**config.mk**
```make
export PLATFORM = sky130hd
export DESIGN_NAME = cmad_access_decoder
export DESIGN_NICKNAME = d
export VERILOG_FILES = /design/src/rtl/cmad_pkg.sv /design/src/rtl/cmad_addr_decode.sv /design/src/rtl/cmad_ctrl_regs.sv /design/src/rtl/cmad_access_decoder.sv
export SDC_FILE = /design/constraint.sdc
export NUM_CORES = 1
export LEC_CHECK = 0
export ABC_AREA = 1
export BUFFER_PORTS_ARGS = -buffer_cell sky130_fd_sc_hd__clkbuf_2
export CORE_ASPECT_RATIO = 1.4
export CORE_MARGIN = 8
export CORE_UTILIZATION = 40
export CTS_CLUSTER_DIAMETER = 50
export DETAILED_ROUTE_END_ITERATION = 12
export GPL_TIMING_DRIVEN = 0
export PLACE_DENSITY_LB_ADDON = 0.3
export SLEW_MARGIN = 20
export SYNTH_ARGS = -nofsm -noshare
export SYNTH_HDL_FRONTEND = slang
export SYNTH_HIERARCHICAL = 1
export SYNTH_SLANG_ARGS = --single-unit
```
**constraint.sdc**
```tcl
create_clock -name clock -period 4 [get_ports clock]
set_clock_uncertainty 0.15 [all_clocks]
set_input_delay 0.8 -clock clock [delete_from_list [all_inputs] [get_ports clock]]
set_output_delay 0.8 -clock clock [all_outputs]
set_load 0.01 [all_outputs]
```
**src/rtl/cmad_pkg.sv**
```systemverilog
// constants, types and address map of the cpu memory access decoder
package cmad_pkg;
    // ------------------------------------------------------------
    // address map
    // ------------------------------------------------------------
    localparam int ADDR_W = 24;
    localparam logic [23:0] OPTION_BITS_ADDR = 24'h00_0000;
    localparam logic [23:0] RESET_VECTOR_ADDR = 24'h00_0004;
    localparam logic [23:0] SYSEXC_VECTOR_ADDR = 24'h00_0008;
    localparam logic [23:0] TRAP_VECTOR_ADDR = 24'h00_000C;
    localparam logic [23:0] IRQ_VECTOR_ADDR = 24'h00_0010;
    localparam logic [23:0] IRQ_VECTOR_LAST = 24'h00_006F;
    localparam logic [23:0] RAM_TOP = 24'hFF_BFFF;
    localparam logic [23:0] IO_BASE = 24'hFF_E000;
    localparam int IO_BYTES = 8192;
    localparam logic [23:0] CTRL_LAST = 24'hFF_E012;
    localparam int NVM_BYTES_DEF = 65536;
    localparam int RAM_BYTES_DEF = 4096;
    localparam logic [23:0] WIDE_PER_LO = 24'hFF_F000;
    localparam logic [23:0] WIDE_PER_HI = 24'hFF_FFFF;

    // ------------------------------------------------------------
    // cpu control registers
    // ------------------------------------------------------------
    localparam logic [23:0] PC_LIMIT_ADDR = 24'hFF_E004;
    localparam logic [23:0] SP_LIMIT_ADDR = 24'hFF_E00C;
    localparam logic [23:0] FLAGS_ADDR = 24'hFF_E010;
    localparam logic [23:0] CONTROL_ADDR = 24'hFF_E012;
    localparam logic [31:0] PC_LIMIT_RST = 32'h00FF_FFFF;
    localparam logic [31:0] SP_LIMIT_RST = 32'h0000_0000;
    localparam logic [7:0] FLAGS_RST = 8'h00;
    localparam logic [7:0] CONTROL_RST = 8'h00;
    localparam logic [7:0] BYTE_FILL = 8'hFF;
    localparam logic [15:0] LANE_FILL = 16'hFFFF;

    // ------------------------------------------------------------
    // types
    // ------------------------------------------------------------
    typedef enum logic [1:0] {SZ_BYTE, SZ_WORD, SZ_QUAD} cmad_size_t;
    typedef enum logic [2:0] {TGT_NONE, TGT_NVM, TGT_RAM, TGT_CTRL, TGT_PER} cmad_tgt_t;

    typedef struct packed {
        logic [23:0] addr;
        cmad_size_t size;
        logic write;
        logic [31:0] wdata;
    } cmad_req_t;

    // be[1] is the high lane (even byte), be[0] the low lane (odd byte)
    typedef struct packed {
        logic en;
        logic we;
        logic [1:0] be;
        logic [22:0] wordAddr;
        logic [15:0] wdata;
    } cmad_port_t;
endpackage

```
**src/rtl/cmad_addr_decode.sv**
```systemverilog
// address region decoder of the cpu memory access decoder
module cmad_addr_decode #(
    parameter int NVM_BYTES = cmad_pkg::NVM_BYTES_DEF,
    parameter int RAM_BYTES = cmad_pkg::RAM_BYTES_DEF,
    parameter logic [23:0] WIDE_LO = cmad_pkg::WIDE_PER_LO,
    parameter logic [23:0] WIDE_HI = cmad_pkg::WIDE_PER_HI
) (
    input wire logic [23:0] addr,
    output cmad_pkg::cmad_tgt_t tgt,
    output logic wide
);
    localparam int RAM_BOTTOM = int'(cmad_pkg::RAM_TOP) - RAM_BYTES + 1;

    if (NVM_BYTES < 2 || RAM_BYTES < 2 || NVM_BYTES > RAM_BOTTOM ||
        NVM_BYTES % 2 != 0 || RAM_BYTES % 2 != 0) begin : g_bad_sizes
        $error("cmad_addr_decode: memory sizes do not fit the address space");
    end

    // ------------------------------------------------------------
    // region decode
    // ------------------------------------------------------------
    always_comb begin
        tgt = cmad_pkg::TGT_NONE;
        wide = 1'b0;
        if (int'(addr) < NVM_BYTES) begin
            tgt = cmad_pkg::TGT_NVM;
            wide = 1'b1;
        end else if (int'(addr) >= RAM_BOTTOM && addr <= cmad_pkg::RAM_TOP) begin
            tgt = cmad_pkg::TGT_RAM;
            wide = 1'b1;
        end else if (addr >= cmad_pkg::IO_BASE &&
                     int'(addr) - int'(cmad_pkg::IO_BASE) < cmad_pkg::IO_BYTES) begin
            if (addr <= cmad_pkg::CTRL_LAST) begin
                tgt = cmad_pkg::TGT_CTRL;
            end else begin
                tgt = cmad_pkg::TGT_PER;
                wide = (addr >= WIDE_LO) && (addr <= WIDE_HI);
            end
        end
    end
endmodule

```
**src/rtl/cmad_ctrl_regs.sv**
```systemverilog
// cpu control registers at the base of the i/o region
module cmad_ctrl_regs (
    input wire logic clock,
    input wire logic rst_n,
    input wire logic en,
    input wire logic we,
    input wire logic [23:0] addr,
    input wire logic [7:0] wdata,
    output logic [7:0] rdata,
    output logic hit,
    output logic [31:0] pcLimit,
    output logic [31:0] spLimit,
    output logic [7:0] cpuFlags,
    output logic [7:0] cpuControl
);
    typedef struct packed {
        logic [31:0] pcLimit;
        logic [31:0] spLimit;
        logic [7:0] flags;
        logic [7:0] control;
    } cmad_ctrl_state_t;

    cmad_ctrl_state_t s_r;
    cmad_ctrl_state_t s_nxt;

    // ------------------------------------------------------------
    // byte access, most significant byte at the lowest address
    // ------------------------------------------------------------
    always_comb begin
        s_nxt = s_r;
        rdata = cmad_pkg::BYTE_FILL;
        hit = 1'b0;
        for (int i = 0; i < 4; i++) begin
            if (addr == cmad_pkg::PC_LIMIT_ADDR + 24'(i)) begin
                hit = 1'b1;
                rdata = s_r.pcLimit[8*(3-i) +: 8];
                if (en && we) begin
                    s_nxt.pcLimit[8*(3-i) +: 8] = wdata;
                end
            end
            if (addr == cmad_pkg::SP_LIMIT_ADDR + 24'(i)) begin
                hit = 1'b1;
                rdata = s_r.spLimit[8*(3-i) +: 8];
                if (en && we) begin
                    s_nxt.spLimit[8*(3-i) +: 8] = wdata;
                end
            end
        end
        if (addr == cmad_pkg::FLAGS_ADDR) begin
            hit = 1'b1;
            rdata = s_r.flags;
            if (en && we) begin
                s_nxt.flags = wdata;
            end
        end
        if (addr == cmad_pkg::CONTROL_ADDR) begin
            hit = 1'b1;
            rdata = s_r.control;
            if (en && we) begin
                s_nxt.control = wdata;
            end
        end
    end

    always_ff @(posedge clock or negedge rst_n) begin
        if (!rst_n) begin
            s_r <= '{cmad_pkg::PC_LIMIT_RST, cmad_pkg::SP_LIMIT_RST,
                     cmad_pkg::FLAGS_RST, cmad_pkg::CONTROL_RST};
        end else begin
            s_r <= s_nxt;
        end
    end

    assign pcLimit = s_r.pcLimit;
    assign spLimit = s_r.spLimit;
    assign cpuFlags = s_r.flags;
    assign cpuControl = s_r.control;
endmodule

```
**src/rtl/cmad_access_decoder.sv**
```systemverilog
// top of the cpu memory access decoder: decode, split and sequence cpu accesses
module cmad_access_decoder #(
    parameter int NVM_BYTES = cmad_pkg::NVM_BYTES_DEF,
    parameter int RAM_BYTES = cmad_pkg::RAM_BYTES_DEF,
    parameter logic [23:0] WIDE_LO = cmad_pkg::WIDE_PER_LO,
    parameter logic [23:0] WIDE_HI = cmad_pkg::WIDE_PER_HI
) (
    input wire logic clock,
    input wire logic rst_n,
    input wire logic cpuReqValid,
    input wire cmad_pkg::cmad_req_t cpuReq,
    output logic cpuReady,
    output logic cpuDone,
    output logic [31:0] cpuRdata,
    output cmad_pkg::cmad_port_t nvmPort,
    input wire logic [15:0] nvmRdata,
    output cmad_pkg::cmad_port_t ramPort,
    input wire logic [15:0] ramRdata,
    output cmad_pkg::cmad_port_t perPort,
    input wire logic [15:0] perRdata,
    input wire logic perHit,
    output logic [31:0] pcLimit,
    output logic [31:0] spLimit,
    output logic [7:0] cpuFlags,
    output logic [7:0] cpuControl
);
    // ------------------------------------------------------------
    // state
    // ------------------------------------------------------------
    typedef enum logic {ST_IDLE, ST_ACCESS} cmad_state_t;

    typedef struct packed {
        cmad_state_t st;
        logic ready;
        logic done;
        logic [31:0] rdata;
        logic [23:0] cur;
        logic [2:0] rem;
        cmad_pkg::cmad_tgt_t tgt;
        logic [1:0] partBe;
        logic write;
        logic [31:0] wshift;
        logic [31:0] acc;
        cmad_pkg::cmad_port_t nvm;
        cmad_pkg::cmad_port_t ram;
        cmad_pkg::cmad_port_t per;
        logic ctrlEn;
        logic ctrlWe;
        logic [23:0] ctrlAddr;
        logic [7:0] ctrlWdata;
    } cmad_top_state_t;

    cmad_top_state_t s_r;
    cmad_top_state_t s_nxt;

    // ------------------------------------------------------------
    // helpers
    // ------------------------------------------------------------
    function automatic logic [2:0] sizeBytes(input cmad_pkg::cmad_size_t size);
        case (size)
            cmad_pkg::SZ_BYTE: return 3'd1;
            cmad_pkg::SZ_WORD: return 3'd2;
            default: return 3'd4;
        endcase
    endfunction

    // left-align the operand so its most significant byte leaves first
    function automatic logic [31:0] alignWrite(input cmad_pkg::cmad_size_t size,
                                               input logic [31:0] data);
        case (size)
            cmad_pkg::SZ_BYTE: return {data[7:0], 24'h00_0000};
            cmad_pkg::SZ_WORD: return {data[15:0], 16'h0000};
            default: return data;
        endcase
    endfunction

    // an odd address always uses the low lane alone; narrow targets one lane
    function automatic logic [1:0] stepLanes(input logic odd, input logic [2:0] rem,
                                             input logic wide);
        if (odd) begin
            return 2'b01;
        end else if (wide && rem >= 3'd2) begin
            return 2'b11;
        end
        return 2'b10;
    endfunction

    cmad_pkg::cmad_tgt_t decTgt;
    logic decWide;
    logic [23:0] issAddr;
    logic [2:0] curCnt;
    logic [2:0] remLeft;
    logic accept;
    logic [15:0] capData;
    logic [7:0] ctrlRdata;
    logic ctrlHit;
    logic issue;
    logic [2:0] issRem;
    logic [31:0] issWs;
    logic [1:0] lanes;
    cmad_pkg::cmad_port_t issPort;

    assign accept = (s_r.st == ST_IDLE) && s_r.ready && cpuReqValid;
    assign curCnt = (s_r.partBe == 2'b11) ? 3'd2 : 3'd1;
    assign remLeft = s_r.rem - curCnt;
    // parts walk upward from the addressed byte
    assign issAddr = (s_r.st == ST_IDLE) ? cpuReq.addr : s_r.cur + 24'(curCnt);

    cmad_addr_decode #(
        .NVM_BYTES(NVM_BYTES),
        .RAM_BYTES(RAM_BYTES),
        .WIDE_LO(WIDE_LO),
        .WIDE_HI(WIDE_HI)
    ) u_decode (
        .addr(issAddr),
        .tgt(decTgt),
        .wide(decWide)
    );

    cmad_ctrl_regs u_ctrl (
        .clock(clock),
        .rst_n(rst_n),
        .en(s_r.ctrlEn),
        .we(s_r.ctrlWe),
        .addr(s_r.ctrlAddr),
        .wdata(s_r.ctrlWdata),
        .rdata(ctrlRdata),
        .hit(ctrlHit),
        .pcLimit(pcLimit),
        .spLimit(spLimit),
        .cpuFlags(cpuFlags),
        .cpuControl(cpuControl)
    );

    // ------------------------------------------------------------
    // read data of the part in flight, in lane format
    // ------------------------------------------------------------
    always_comb begin
        case (s_r.tgt)
            cmad_pkg::TGT_NVM: capData = nvmRdata;
            cmad_pkg::TGT_RAM: capData = ramRdata;
            cmad_pkg::TGT_PER: capData = perHit ? perRdata : cmad_pkg::LANE_FILL;
            cmad_pkg::TGT_CTRL: capData = ctrlHit ? {ctrlRdata, ctrlRdata}
                                                  : cmad_pkg::LANE_FILL;
            default: capData = cmad_pkg::LANE_FILL;
        endcase
    end

    // ------------------------------------------------------------
    // sequencer
    // ------------------------------------------------------------
    always_comb begin
        s_nxt = s_r;
        s_nxt.done = 1'b0;
        s_nxt.nvm = '0;
        s_nxt.ram = '0;
        s_nxt.per = '0;
        s_nxt.ctrlEn = 1'b0;
        s_nxt.ctrlWe = 1'b0;
        issue = 1'b0;
        issRem = 3'd0;
        issWs = 32'h0000_0000;
        lanes = 2'b00;
        issPort = '0;
        case (s_r.st)
            ST_IDLE: begin
                s_nxt.ready = 1'b1;
                if (accept) begin
                    issue = 1'b1;
                    issRem = sizeBytes(cpuReq.size);
                    issWs = alignWrite(cpuReq.size, cpuReq.wdata);
                    s_nxt.write = cpuReq.write;
                    s_nxt.acc = 32'h0000_0000;
                    s_nxt.ready = 1'b0;
                end
            end
            ST_ACCESS: begin
                // earlier bytes shift up: big-endian assembly
                case (s_r.partBe)
                    2'b11: s_nxt.acc = {s_r.acc[15:0], capData};
                    2'b10: s_nxt.acc = {s_r.acc[23:0], capData[15:8]};
                    default: s_nxt.acc = {s_r.acc[23:0], capData[7:0]};
                endcase
                if (remLeft == 3'd0) begin
                    s_nxt.st = ST_IDLE;
                    s_nxt.done = 1'b1;
                    s_nxt.ready = 1'b1;
                    s_nxt.rdata = s_nxt.acc;
                end else begin
                    issue = 1'b1;
                    issRem = remLeft;
                    if (s_r.partBe == 2'b11) begin
                        issWs = {s_r.wshift[15:0], 16'h0000};
                    end else begin
                        issWs = {s_r.wshift[23:0], 8'h00};
                    end
                end
            end
            default: s_nxt.st = ST_IDLE;
        endcase
        if (issue) begin
            lanes = stepLanes(issAddr[0], issRem, decWide);
            issPort.en = 1'b1;
            issPort.we = s_nxt.write;
            issPort.be = lanes;
            issPort.wordAddr = issAddr[23:1];
            // a single byte is copied onto both lanes; the enables pick one
            if (lanes == 2'b11) begin
                issPort.wdata = issWs[31:16];
            end else begin
                issPort.wdata = {issWs[31:24], issWs[31:24]};
            end
            s_nxt.st = ST_ACCESS;
            s_nxt.cur = issAddr;
            s_nxt.rem = issRem;
            s_nxt.tgt = decTgt;
            s_nxt.partBe = lanes;
            s_nxt.wshift = issWs;
            case (decTgt)
                cmad_pkg::TGT_NVM: s_nxt.nvm = issPort;
                cmad_pkg::TGT_RAM: s_nxt.ram = issPort;
                cmad_pkg::TGT_PER: s_nxt.per = issPort;
                cmad_pkg::TGT_CTRL: begin
                    s_nxt.ctrlEn = 1'b1;
                    s_nxt.ctrlWe = s_nxt.write;
                    s_nxt.ctrlAddr = issAddr;
                    s_nxt.ctrlWdata = issWs[31:24];
                end
                // unmapped: no strobe leaves the block, so a write is lost
                default: s_nxt.ctrlEn = 1'b0;
            endcase
        end
    end

    always_ff @(posedge clock or negedge rst_n) begin
        if (!rst_n) begin
            s_r <= '0;
        end else begin
            s_r <= s_nxt;
        end
    end

    assign cpuReady = s_r.ready;
    assign cpuDone = s_r.done;
    assign cpuRdata = s_r.rdata;
    assign nvmPort = s_r.nvm;
    assign ramPort = s_r.ram;
    assign perPort = s_r.per;

    // ------------------------------------------------------------
    // checks
    // ------------------------------------------------------------
    logic memEn;
    logic [1:0] memBe;
    logic reqMem;
    logic reqOdd;
    assign memEn = s_r.nvm.en | s_r.ram.en;
    assign memBe = s_r.nvm.be | s_r.ram.be;
    assign reqMem = (decTgt == cmad_pkg::TGT_NVM) || (decTgt == cmad_pkg::TGT_RAM);
    assign reqOdd = cpuReq.addr[0];
endmodule

```
---- Word level (Yosys, flattened, before mapping) ----
Index checks and enable logic that the tools add are counted.
storage, ports and cells
  logic and storage cells ................. 168
  output and inout port bits .............. 243
  input bits .............................. 111
  flip-flop bits (word level) ............. 359
operators by class
  reductions and logical operators ........ 21
  multiplexer cells ....................... 70
  equality and inequality tests ........... 24
  bitwise logic cells ..................... 1
  order comparisons ....................... 9
  $add $sub $neg .......................... 3
operators by type and width
  cell                    number
  $eq 24x24->1 const B    10
  $pmux 32 s2             3
  $mux 163                1
  $mux 43                 3
  $mux 32                 3
  $mux 8                  11
  $ge 24x24->1 const B    3
  $le 24x24->1 const B    3
  $mux 33                 2
  $pmux 16 s4             1
  $mux 24                 2
  $pmux 24 s2             1
  $mux 35                 1
  $lt 32x15->1 const B    1
  $mux 16                 2
  $mux 1                  25
  $sub 24x24->25 const B  1
  $add 24x2->24           1
  $lt 24x17->1 const B    1
  $reduce_and 2->1        12
  $mux 3                  6
  $eq 3x2->1 const B      4
  $pmux 3 s2              2
  $mux 2                  5
  13 further kinds        24

---- Longest topological paths before layout ----
Gate-level depths: netlist (run 1).
  depth in word-level cells ............... 20
  mapped depth ............................ 33
  mapped depth without buffers ............ 30

---- By module ----
Netlist (run 1), hierarchy kept.
by module, submodules not included
  module               area each (µm²)  cells an instance  seq. area each (µm²)  instances
  cmad_access_decoder  13370.3          1645               6981.7                1
  cmad_ctrl_regs       4226.6           543                2031.9                1
  cmad_addr_decode     411.6            90                 0.0                   1

---- Worst setup path after synthesis (run 1) ----
OpenSTA, ideal clock, no wires.
  path type ............................... register to register
  start ................................... reg s_r[228] in the netlist's numbering
  end ..................................... reg s_r, in the netlist ramPort[20]
  setup slack ............................. -0.362 ns
  stages on the path, launching flop included .. 29
  setup time .............................. 0.132 ns
  clock period less this slack ............ 4.362 ns
  path buffers ............................ 4
  arrival time ............................ 4.081 ns
  data required time ...................... 3.718 ns
  cells stage by stage .................... dfrtp_1 nand2_1 clkbuf_1 clkbuf_1 ha_1 fa_1 nand2_1 nor2_1 nand2_1 nor2_1 xnor2_1 nand2_1 nand2_1 inv_1 ha_1 nand3_1 nand2_1 nand2_1 nand2_1 nor2_2 nand3_1 nand2_2 nand2_2 nor2_1 nor3_1 inv_1 clkbuf_1 clkbuf_1 nor2_1
RTL lines
  what                      RTL line                    text
  start: declaration        cmad_access_decoder.sv:53   cmad_top_state_t s_r;
  start signal: assignment  cmad_access_decoder.sv:239  s_r <= s_nxt;

==> results of run 1 <==
==> metrics by stage <==
stage | instance area [um^2] | hold WS, ns | instances | setup WS (ns)
6_report | 23350 | 0.3332 | 3335 | -0.1166
5_1_grt | 23350 | 0.3457 | 3335 | -0.3671
4_1_cts | 22950 | 0.3340 | 3320 | -0.06255
3_5_place_dp | 20630 | 0.3189 | 3199 | -1.531
3_3_place_gp | 20510 | 0.3123 | 3195 | -5.850
2_1_floorplan | 18040 | 0.2922 | 2278 | 0.02113
==> synth_stat cells (6+ instances only) <==
library cell / n
or2_2: 17
buf_2: 36
o21ai_2: 6
nand3_1: 131
inv_1: 200
dfrtp_1: 335
clkbuf_1: 29
or2_0: 7
nor3_1: 8
a21oi_1: 22
o21ai_0: 164
nand4_1: 18
buf_6: 6
dfstp_2: 24
nand2_2: 15
o22ai_1: 9
inv_2: 12
nand2_1: 651
o211ai_1: 8
buf_4: 162
o21ai_1: 71
a31oi_1: 6
nor2_1: 273
nor2_2: 13
==> critical path, delay by kind of cell (launching register included) <==
kind,cells,cell delay [ns]
and+or+nand+nor,19,1.83
buffers and inverters,7,0.77
DFF,1,0.41
xor gates and xnor gates,1,0.15
adders and majority gates,3,0.75
==> what timing repair did <==
action                     4_1_cts  5_1_grt
hold endpoints to repair        21        0
gates cloned                     8        1
setup endpoints to repair      167      163
pin swaps                       30       33
hold buffers                     1        0
resized for setup              183      107
setup buffers                   45       17
==> path summary, 6_finish.rpt <==
check | slack [ns] | endpoint
max | -0.12 | perPort[24]
min | 0.33 | u_ctrl/pcLimit[16]
max reg2reg | -0.12 | perPort[24]
min reg2reg | 0.33 | u_ctrl/pcLimit[16]
max in group asynchronous | 1.95 | s_r[172]
min in group asynchronous | 0.56 | s_r[28]
==> logic make-up (layout without fill, tap and decap cells) <==
logic type	Yosys count	count (layout)	synth area share (%)
buffers and inverters	454	945	13.35
xor gates and xnor gates	9	9	0.4377
AOI/OAI and AO/OA	295	295	8.692
DFF	359	359	50.05
and+or+nand+nor	1155	1157	26.96
adders and majority gates	6	6	0.5003
==> power by group through the flow <==
| stage | clock [mW] | combinational, mW | sequential [mW] |
|---|---|---|---|
| after global routing | 3.91 | 6.31 | 4.68 |
| after CTS | 3.76 | 5.47 | 4.61 |
| after global placement | 0 | 4.86 | 4.64 |
| after detailed placement | 0 | 4.95 | 4.65 |
| after floorplan | 0 | 3.14 | 4.53 |
| final | 3.68 | 5.75 | 4.63 |
==> sequential cells by signal, summed over array words and instances, names as in the netlist <==
name               cells
nvmPort               43
cpuReady               1
cpuRdata              32
perPort               43
s_r                  116
u_ctrl/pcLimit        32
u_ctrl/cpuControl      8
u_ctrl/spLimit        32
cpuDone                1
ramPort               43
u_ctrl/cpuFlags        8
==> final cells by class <==
class                           count  area [um^2]  area share (%)
Sequential cell                   359         9014           38.61
Inverter                          218        850.8           3.644
Buffer                            234         1795           7.690
Tap cell                          564        705.7           3.023
Clock buffer                       50         1067           4.571
Timing Repair Buffer              425         2516           10.78
Clock inverter                     18        220.2          0.9432
Multi-Input combinational cell   1467         7178           30.74
==> metal layers <==
| layer | share of wire [%] | up-vias | global-route usage [%] | routed length (um) |
|---|---|---|---|---|
| met3 | 5.5 | 140 | 3.935 | 3517 |
| met2 | 51 | 589 | 42.84 | 32580 |
| met5 | 0 | - | 0 | 0 |
| met4 | 4.1 | 0 | 9.934 | 2604 |
| li1 | - | 7952 | - | - |
| met1 | 39 | 7903 | 27.24 | 24960 |
==> qor.tcl, run 1 <==
set qor(synth.cell_area_um2) 18010
set qor(chipWidth_um) 195.3
set qor(worstPathArrival_ns) 4.43
set qor(start_util_pct) 40.22
set qor(place_congestion) 0.9183
set qor(maxCapViolations) 0
set qor(total_negative_slack_for_setup_checks_ns) -3.566
set qor(vias_per_cell) 4.973
set qor(core_area_um2) 44780
set qor(post-dp-hpwl_um) 48390
set qor(synth-edff-count) 0
set qor(clk_transition_reported_paths_ns) 0.06
set qor(route.final.wire_length_um) 63670
set qor(power_switching_mw) 5.787
set qor(yosysTopAreaCell) {dfrtp_1}
set qor(comb_power_share_pct) 40.9
set qor(relSlewSlack_pct) 29.94
set qor(track_usage_pct) 23.61
set qor(setup_violation_total_in_the_final_timing_report) 92
set qor(global_route_wire_length_before_repair_um) 95990
set qor(postSynthRegisterBits) 359
set qor(fmax_mhz) 242.9
set qor(power_frac_seq_pct) 32.9
set qor(layout_worst_path_cycle_share_pct) 102.9
set qor(postSynthCellCount) 2278
set qor(mostFrequentLayoutCell) {nand2_1}
set qor(critical-path-slowest-cell) {dfrtp_1}
set qor(htree_levels) 2
set qor(final_layout_size_suffix_gt1_share_pct) 33.89
set qor(share_clk_of_total_power_pct) 26.2
set qor(syn_to_final_growth_pct) 29.65
set qor(critical_path.endpoint_type) {register}
set qor(internal_power_mw) 8.272
set qor(io_buffers) 353
set qor(synth_area_per_cell_um2) 7.905
set qor(firstDrtPassIters) 5
set qor(grt.overflow.total) 0
set qor(hold_path.startpoint) {u_ctrl/pcLimit[16]}
set qor(worst_r2r_startpoint) {s_r[229]}
set qor(yosys_warnings) 6
set qor(critPathRequiredTime_ns) 4.32
set qor(grt_antenna_before_repair) 1
set qor(status) {complete, but fails checks}
set qor(postSynth.topFlopCell) {dfrtp_1}
set qor(unrepaired_setup_endpoints_after_global_routing) {yes}
set qor(startpoint) {s_r[229]}
set qor(cts_tree) {yes}
set qor(synth-seq-area-share_pct) 50.05
set qor(drt-initial-drc-count) 1008
set qor(min_path_type) {reg2reg}
set qor(slowest_delay_ns) 0.41
set qor(hold_violations) 0
set qor(num_rows) 92
set qor(p_leak_nw) 12.17
set qor(setup.worst_path.start_class) {register}
set qor(via_count_of_the_first_global_routing_pass) 16800
set qor(io_pins) 354
set qor(layout.filler_cells) 4307
set qor(holdPathStages) 2
set qor(tightest_slew_ns) 1.040
set qor(critical-path-top-cell-by-count) {nor2_4}
set qor(power-per-cell-area_nw_per_um2) 602.2
set qor(finalWorstPathRequiredPeriod_ns) 4.117
set qor(biggest_fanout_along_the_worst_timing_path) 10
set qor(synth.top_cell.area_share_pct) 46.55
set qor(ff_to_ff_path_depth) 30
set qor(cts_root_cell) {clkbuf_16}
set qor(count_of_unresolved_drc_violations_after_routing) 0
set qor(vias) 16580
set qor(cts_max_path_buffers) 3
set qor(final_antenna_net_count) 0
set qor(yosysUniqueCellTypes) 45
set qor(switching_share_pct) 41.16
set qor(postLayoutCoreUtil_pct) 52.14
set qor(fin_total_pwr_mw) 14.06
set qor(final.setup.worst_slack_ns) -0.1166
set qor(maximum_number_of_pins_on_one_net_before_global_route_repair) 88
set qor(finalMaxSlewViolations) 0
set qor(die_h_um) 267.1
set qor(numClockSinks) 359
set qor(violations) {negative setup slack}
set qor(synth_area_leaders) {dfrtp_1, nand2_1, buf_4}
set qor(routed_wirelength_normalized_by_instance_count_um) 19.09
set qor(antenna_cells_inserted) 0
set qor(postSynthNetCount) 2395
set qor(cts_inserted_buffers) 39
set qor(die-area_um2) 52160
set qor(clock_insertion_delay_worst_skew_ns) 0.55
set qor(most-common-layout-cells) {nand2_1, clkbuf_2, dfrtp_1}
set qor(fin_nets) 2861
set qor(synth-async-reset-ratio_pct) 100.0
set qor(ir_drop_mv) 0.3792
set qor(timing.setup.critical_path_class) {reg2reg}
No activity file was read; power rests on OpenSTA's default activity.
==> inputs of run 2 (changes only) <==
--- a/config.mk
+++ b/config.mk
@@ -7,9 +7,11 @@
 export LEC_CHECK = 0
 export ABC_AREA = 1
 export BUFFER_PORTS_ARGS = -buffer_cell sky130_fd_sc_hd__clkbuf_2
+export CELL_PAD_IN_SITES_DETAIL_PLACEMENT = 0
+export CELL_PAD_IN_SITES_GLOBAL_PLACEMENT = 2
 export CORE_ASPECT_RATIO = 1.4
 export CORE_MARGIN = 8
-export CORE_UTILIZATION = 40
+export CORE_UTILIZATION = 29
 export CTS_CLUSTER_DIAMETER = 50
 export DETAILED_ROUTE_END_ITERATION = 12
 export GPL_TIMING_DRIVEN = 0
==> run 2 against run 1 <==
  * The flow still finishes with violations (negative setup slack)
  * First-iteration DRC count shrank 5.4%
  * Non-clock buffer count grew 6
  * Register-to-register slack is essentially flat
  * Wire length grew 13%
  * Sequential cell count is the same
  * Critical endpoint is now perPort[25]
  * Largest cell class unchanged
  * Highest routed layer unchanged
==> qor.tcl, run 2 (same netlist as run 1, synthesis figures left out) <==
set qor(clk_transition_reported_paths_ns) 0.06
set qor(vias_per_cell) 4.526
set qor(hold_violations) 0
set qor(startpoint) {s_r[229]}
set qor(track_usage_pct) 20.05
set qor(switching_share_pct) 41.10
set qor(count_of_unresolved_drc_violations_after_routing) 0
set qor(final.setup.worst_slack_ns) -0.1105
set qor(layout_worst_path_cycle_share_pct) 102.8
set qor(via_count_of_the_first_global_routing_pass) 17130
set qor(cts_root_cell) {clkbuf_16}
set qor(firstDrtPassIters) 5
set qor(die-area_um2) 70440
set qor(die_h_um) 310.9
set qor(p_leak_nw) 12.49
set qor(maxCapViolations) 0
set qor(fin_total_pwr_mw) 15.04
set qor(critical-path-top-cell-by-count) {nand2_4}
set qor(maximum_number_of_pins_on_one_net_before_global_route_repair) 88
set qor(io_pins) 354
set qor(relSlewSlack_pct) 39.68
set qor(post-dp-hpwl_um) 54590
set qor(critical_path.endpoint_type) {register}
set qor(internal_power_mw) 8.855
set qor(ff_to_ff_path_depth) 30
set qor(ir_drop_mv) 0.3544
set qor(unrepaired_setup_endpoints_after_global_routing) {yes}
set qor(cts_max_path_buffers) 3
set qor(clock_insertion_delay_worst_skew_ns) 0.58
set qor(power-per-cell-area_nw_per_um2) 613.6
set qor(timing.setup.critical_path_class) {reg2reg}
set qor(vias) 16380
set qor(whs_ns) 0.1258
set qor(numPlacedInstances) 3461
set qor(violations) {negative setup slack}
set qor(worstPathArrival_ns) 4.46
set qor(min_path_type) {in2async}
set qor(most-common-layout-cells) {nand2_1, clkbuf_2, dfrtp_1}
set qor(core_area_um2) 61750
set qor(final_layout_size_suffix_gt1_share_pct) 35.65
set qor(post_cts_hold_buffer_count) 0
set qor(routed_wirelength_normalized_by_instance_count_um) 19.86
set qor(rr_endpoint) {perPort[25]}
set qor(setup.worst_path.start_class) {register}
set qor(timing_endpoint_of_the_critical_path) {perPort[25]}
set qor(tightest_slew_ns) 0.9048
set qor(final_antenna_net_count) 0
set qor(antenna_cells_inserted) 0
set qor(finalMaxSlewViolations) 0
set qor(drt-initial-drc-count) 954
set qor(route.final.wire_length_um) 71860
set qor(io_buffers) 353
set qor(timing.reg2reg.setup_slack_ns) -0.11
set qor(grt_antenna_before_repair) 0
set qor(num_rows) 108
set qor(critPathRequiredTime_ns) 4.35
set qor(grt.overflow.total) 0
set qor(power_switching_mw) 6.180
set qor(setup_violation_total_in_the_final_timing_report) 138
set qor(place_congestion) 0.8611
set qor(slowest_delay_ns) 0.39
set qor(share_clk_of_total_power_pct) 29.3
set qor(cts_inserted_buffers) 47
set qor(syn_to_final_growth_pct) 36.05
set qor(largest_reg_flops) 116
set qor(power_frac_seq_pct) 30.8
set qor(status) {complete, but fails checks}
set qor(finalWorstPathRequiredPeriod_ns) 4.111
set qor(worst_r2r_startpoint) {s_r[229]}
set qor(critical-path-slowest-cell) {dfrtp_1}
set qor(biggest_fanout_along_the_worst_timing_path) 10
set qor(htree_levels) 2
set qor(fin_nets) 2875
set qor(layout.cells.non_filler) 3619
set qor(comb_power_share_pct) 39.9
set qor(start_util_pct) 29.16
set qor(biggest_register) {s_r}
set qor(mostFrequentLayoutCell) {nand2_1}
set qor(numClockSinks) 359
set qor(global_route_wire_length_before_repair_um) 107500
set qor(total_negative_slack_for_setup_checks_ns) -6.597
set qor(fmax_mhz) 243.3
set qor(cts_tree) {yes}
set qor(chipWidth_um) 226.6
[run 2: how the worst min path moves through the flow]
stage / to / slack (ns) / cells past startpoint
floorplan: s_r[214] / 0.29 / 2
global placement: s_r[185] / 0.31 / 2
detailed placement: cpuRdata[12] / 0.32 / 2
CTS: u_ctrl/spLimit[25] / 0.11 / 2
global route: u_ctrl/spLimit[20] / 0.14 / 2
finish: u_ctrl/spLimit[18] / 0.13 / 2
[run 2: repair_timing]
action,in CTS,in global routing
buffers inserted,37,27
gates cloned,8,3
resized for setup,214,142
setup endpoints to repair,167,164
pin swaps,47,46
[run 2: per-layer routing]
metal	part of all wire (%)	up-vias	track usage [%]
met5	0	-	0
met4	2.7	0	5.689
met3	4.5	95	3.281
met2	52	397	36.66
met1	41	7898	23.72
li1	-	7991	-
[run 2: stage by stage]
step | setup WS, ns | area [um^2] | utilization (%)
floorplan | 0.02113 | 18040 | -
global placement | -6.340 | 20840 | 33.74
detailed placement | -1.675 | 20990 | 33.98
CTS | -0.1672 | 23810 | 38.55
global route | -0.3747 | 24500 | 39.68
finish | -0.1105 | 24500 | 39.68
[run 2: worst max-delay path, delay by kind of cell, from the launching register on]
kind / cells / cell delay [ns]
XOR/XNOR: 1 / 0.15
adder cells (fa/ha/maj): 3 / 0.77
buffers and inverters: 7 / 0.77
flip-flops: 1 / 0.39
AND/OR/NAND/NOR: 19 / 1.76
[run 2: cell type report]
cell class,count,area (um^2)
clock buffer,63,1346
fill,6528,37250
timing repair buffer,431,2675
sequential,359,9014
multi-input combinational,1467,7433
buffer,234,1873
inverter,218,848.3
clock inverter,22,279.0
tap,825,1032
[run 2: power by group through the flow]
stage | Clock (mW) | Sequential [mW] | Combinational [mW]
finish | 4.41 | 4.64 | 5.99
global route | 4.67 | 4.71 | 6.63
CTS | 4.53 | 4.62 | 5.67
detailed placement | 0 | 4.67 | 5.14
global placement | 0 | 4.66 | 5.09
floorplan | 0 | 4.53 | 3.14
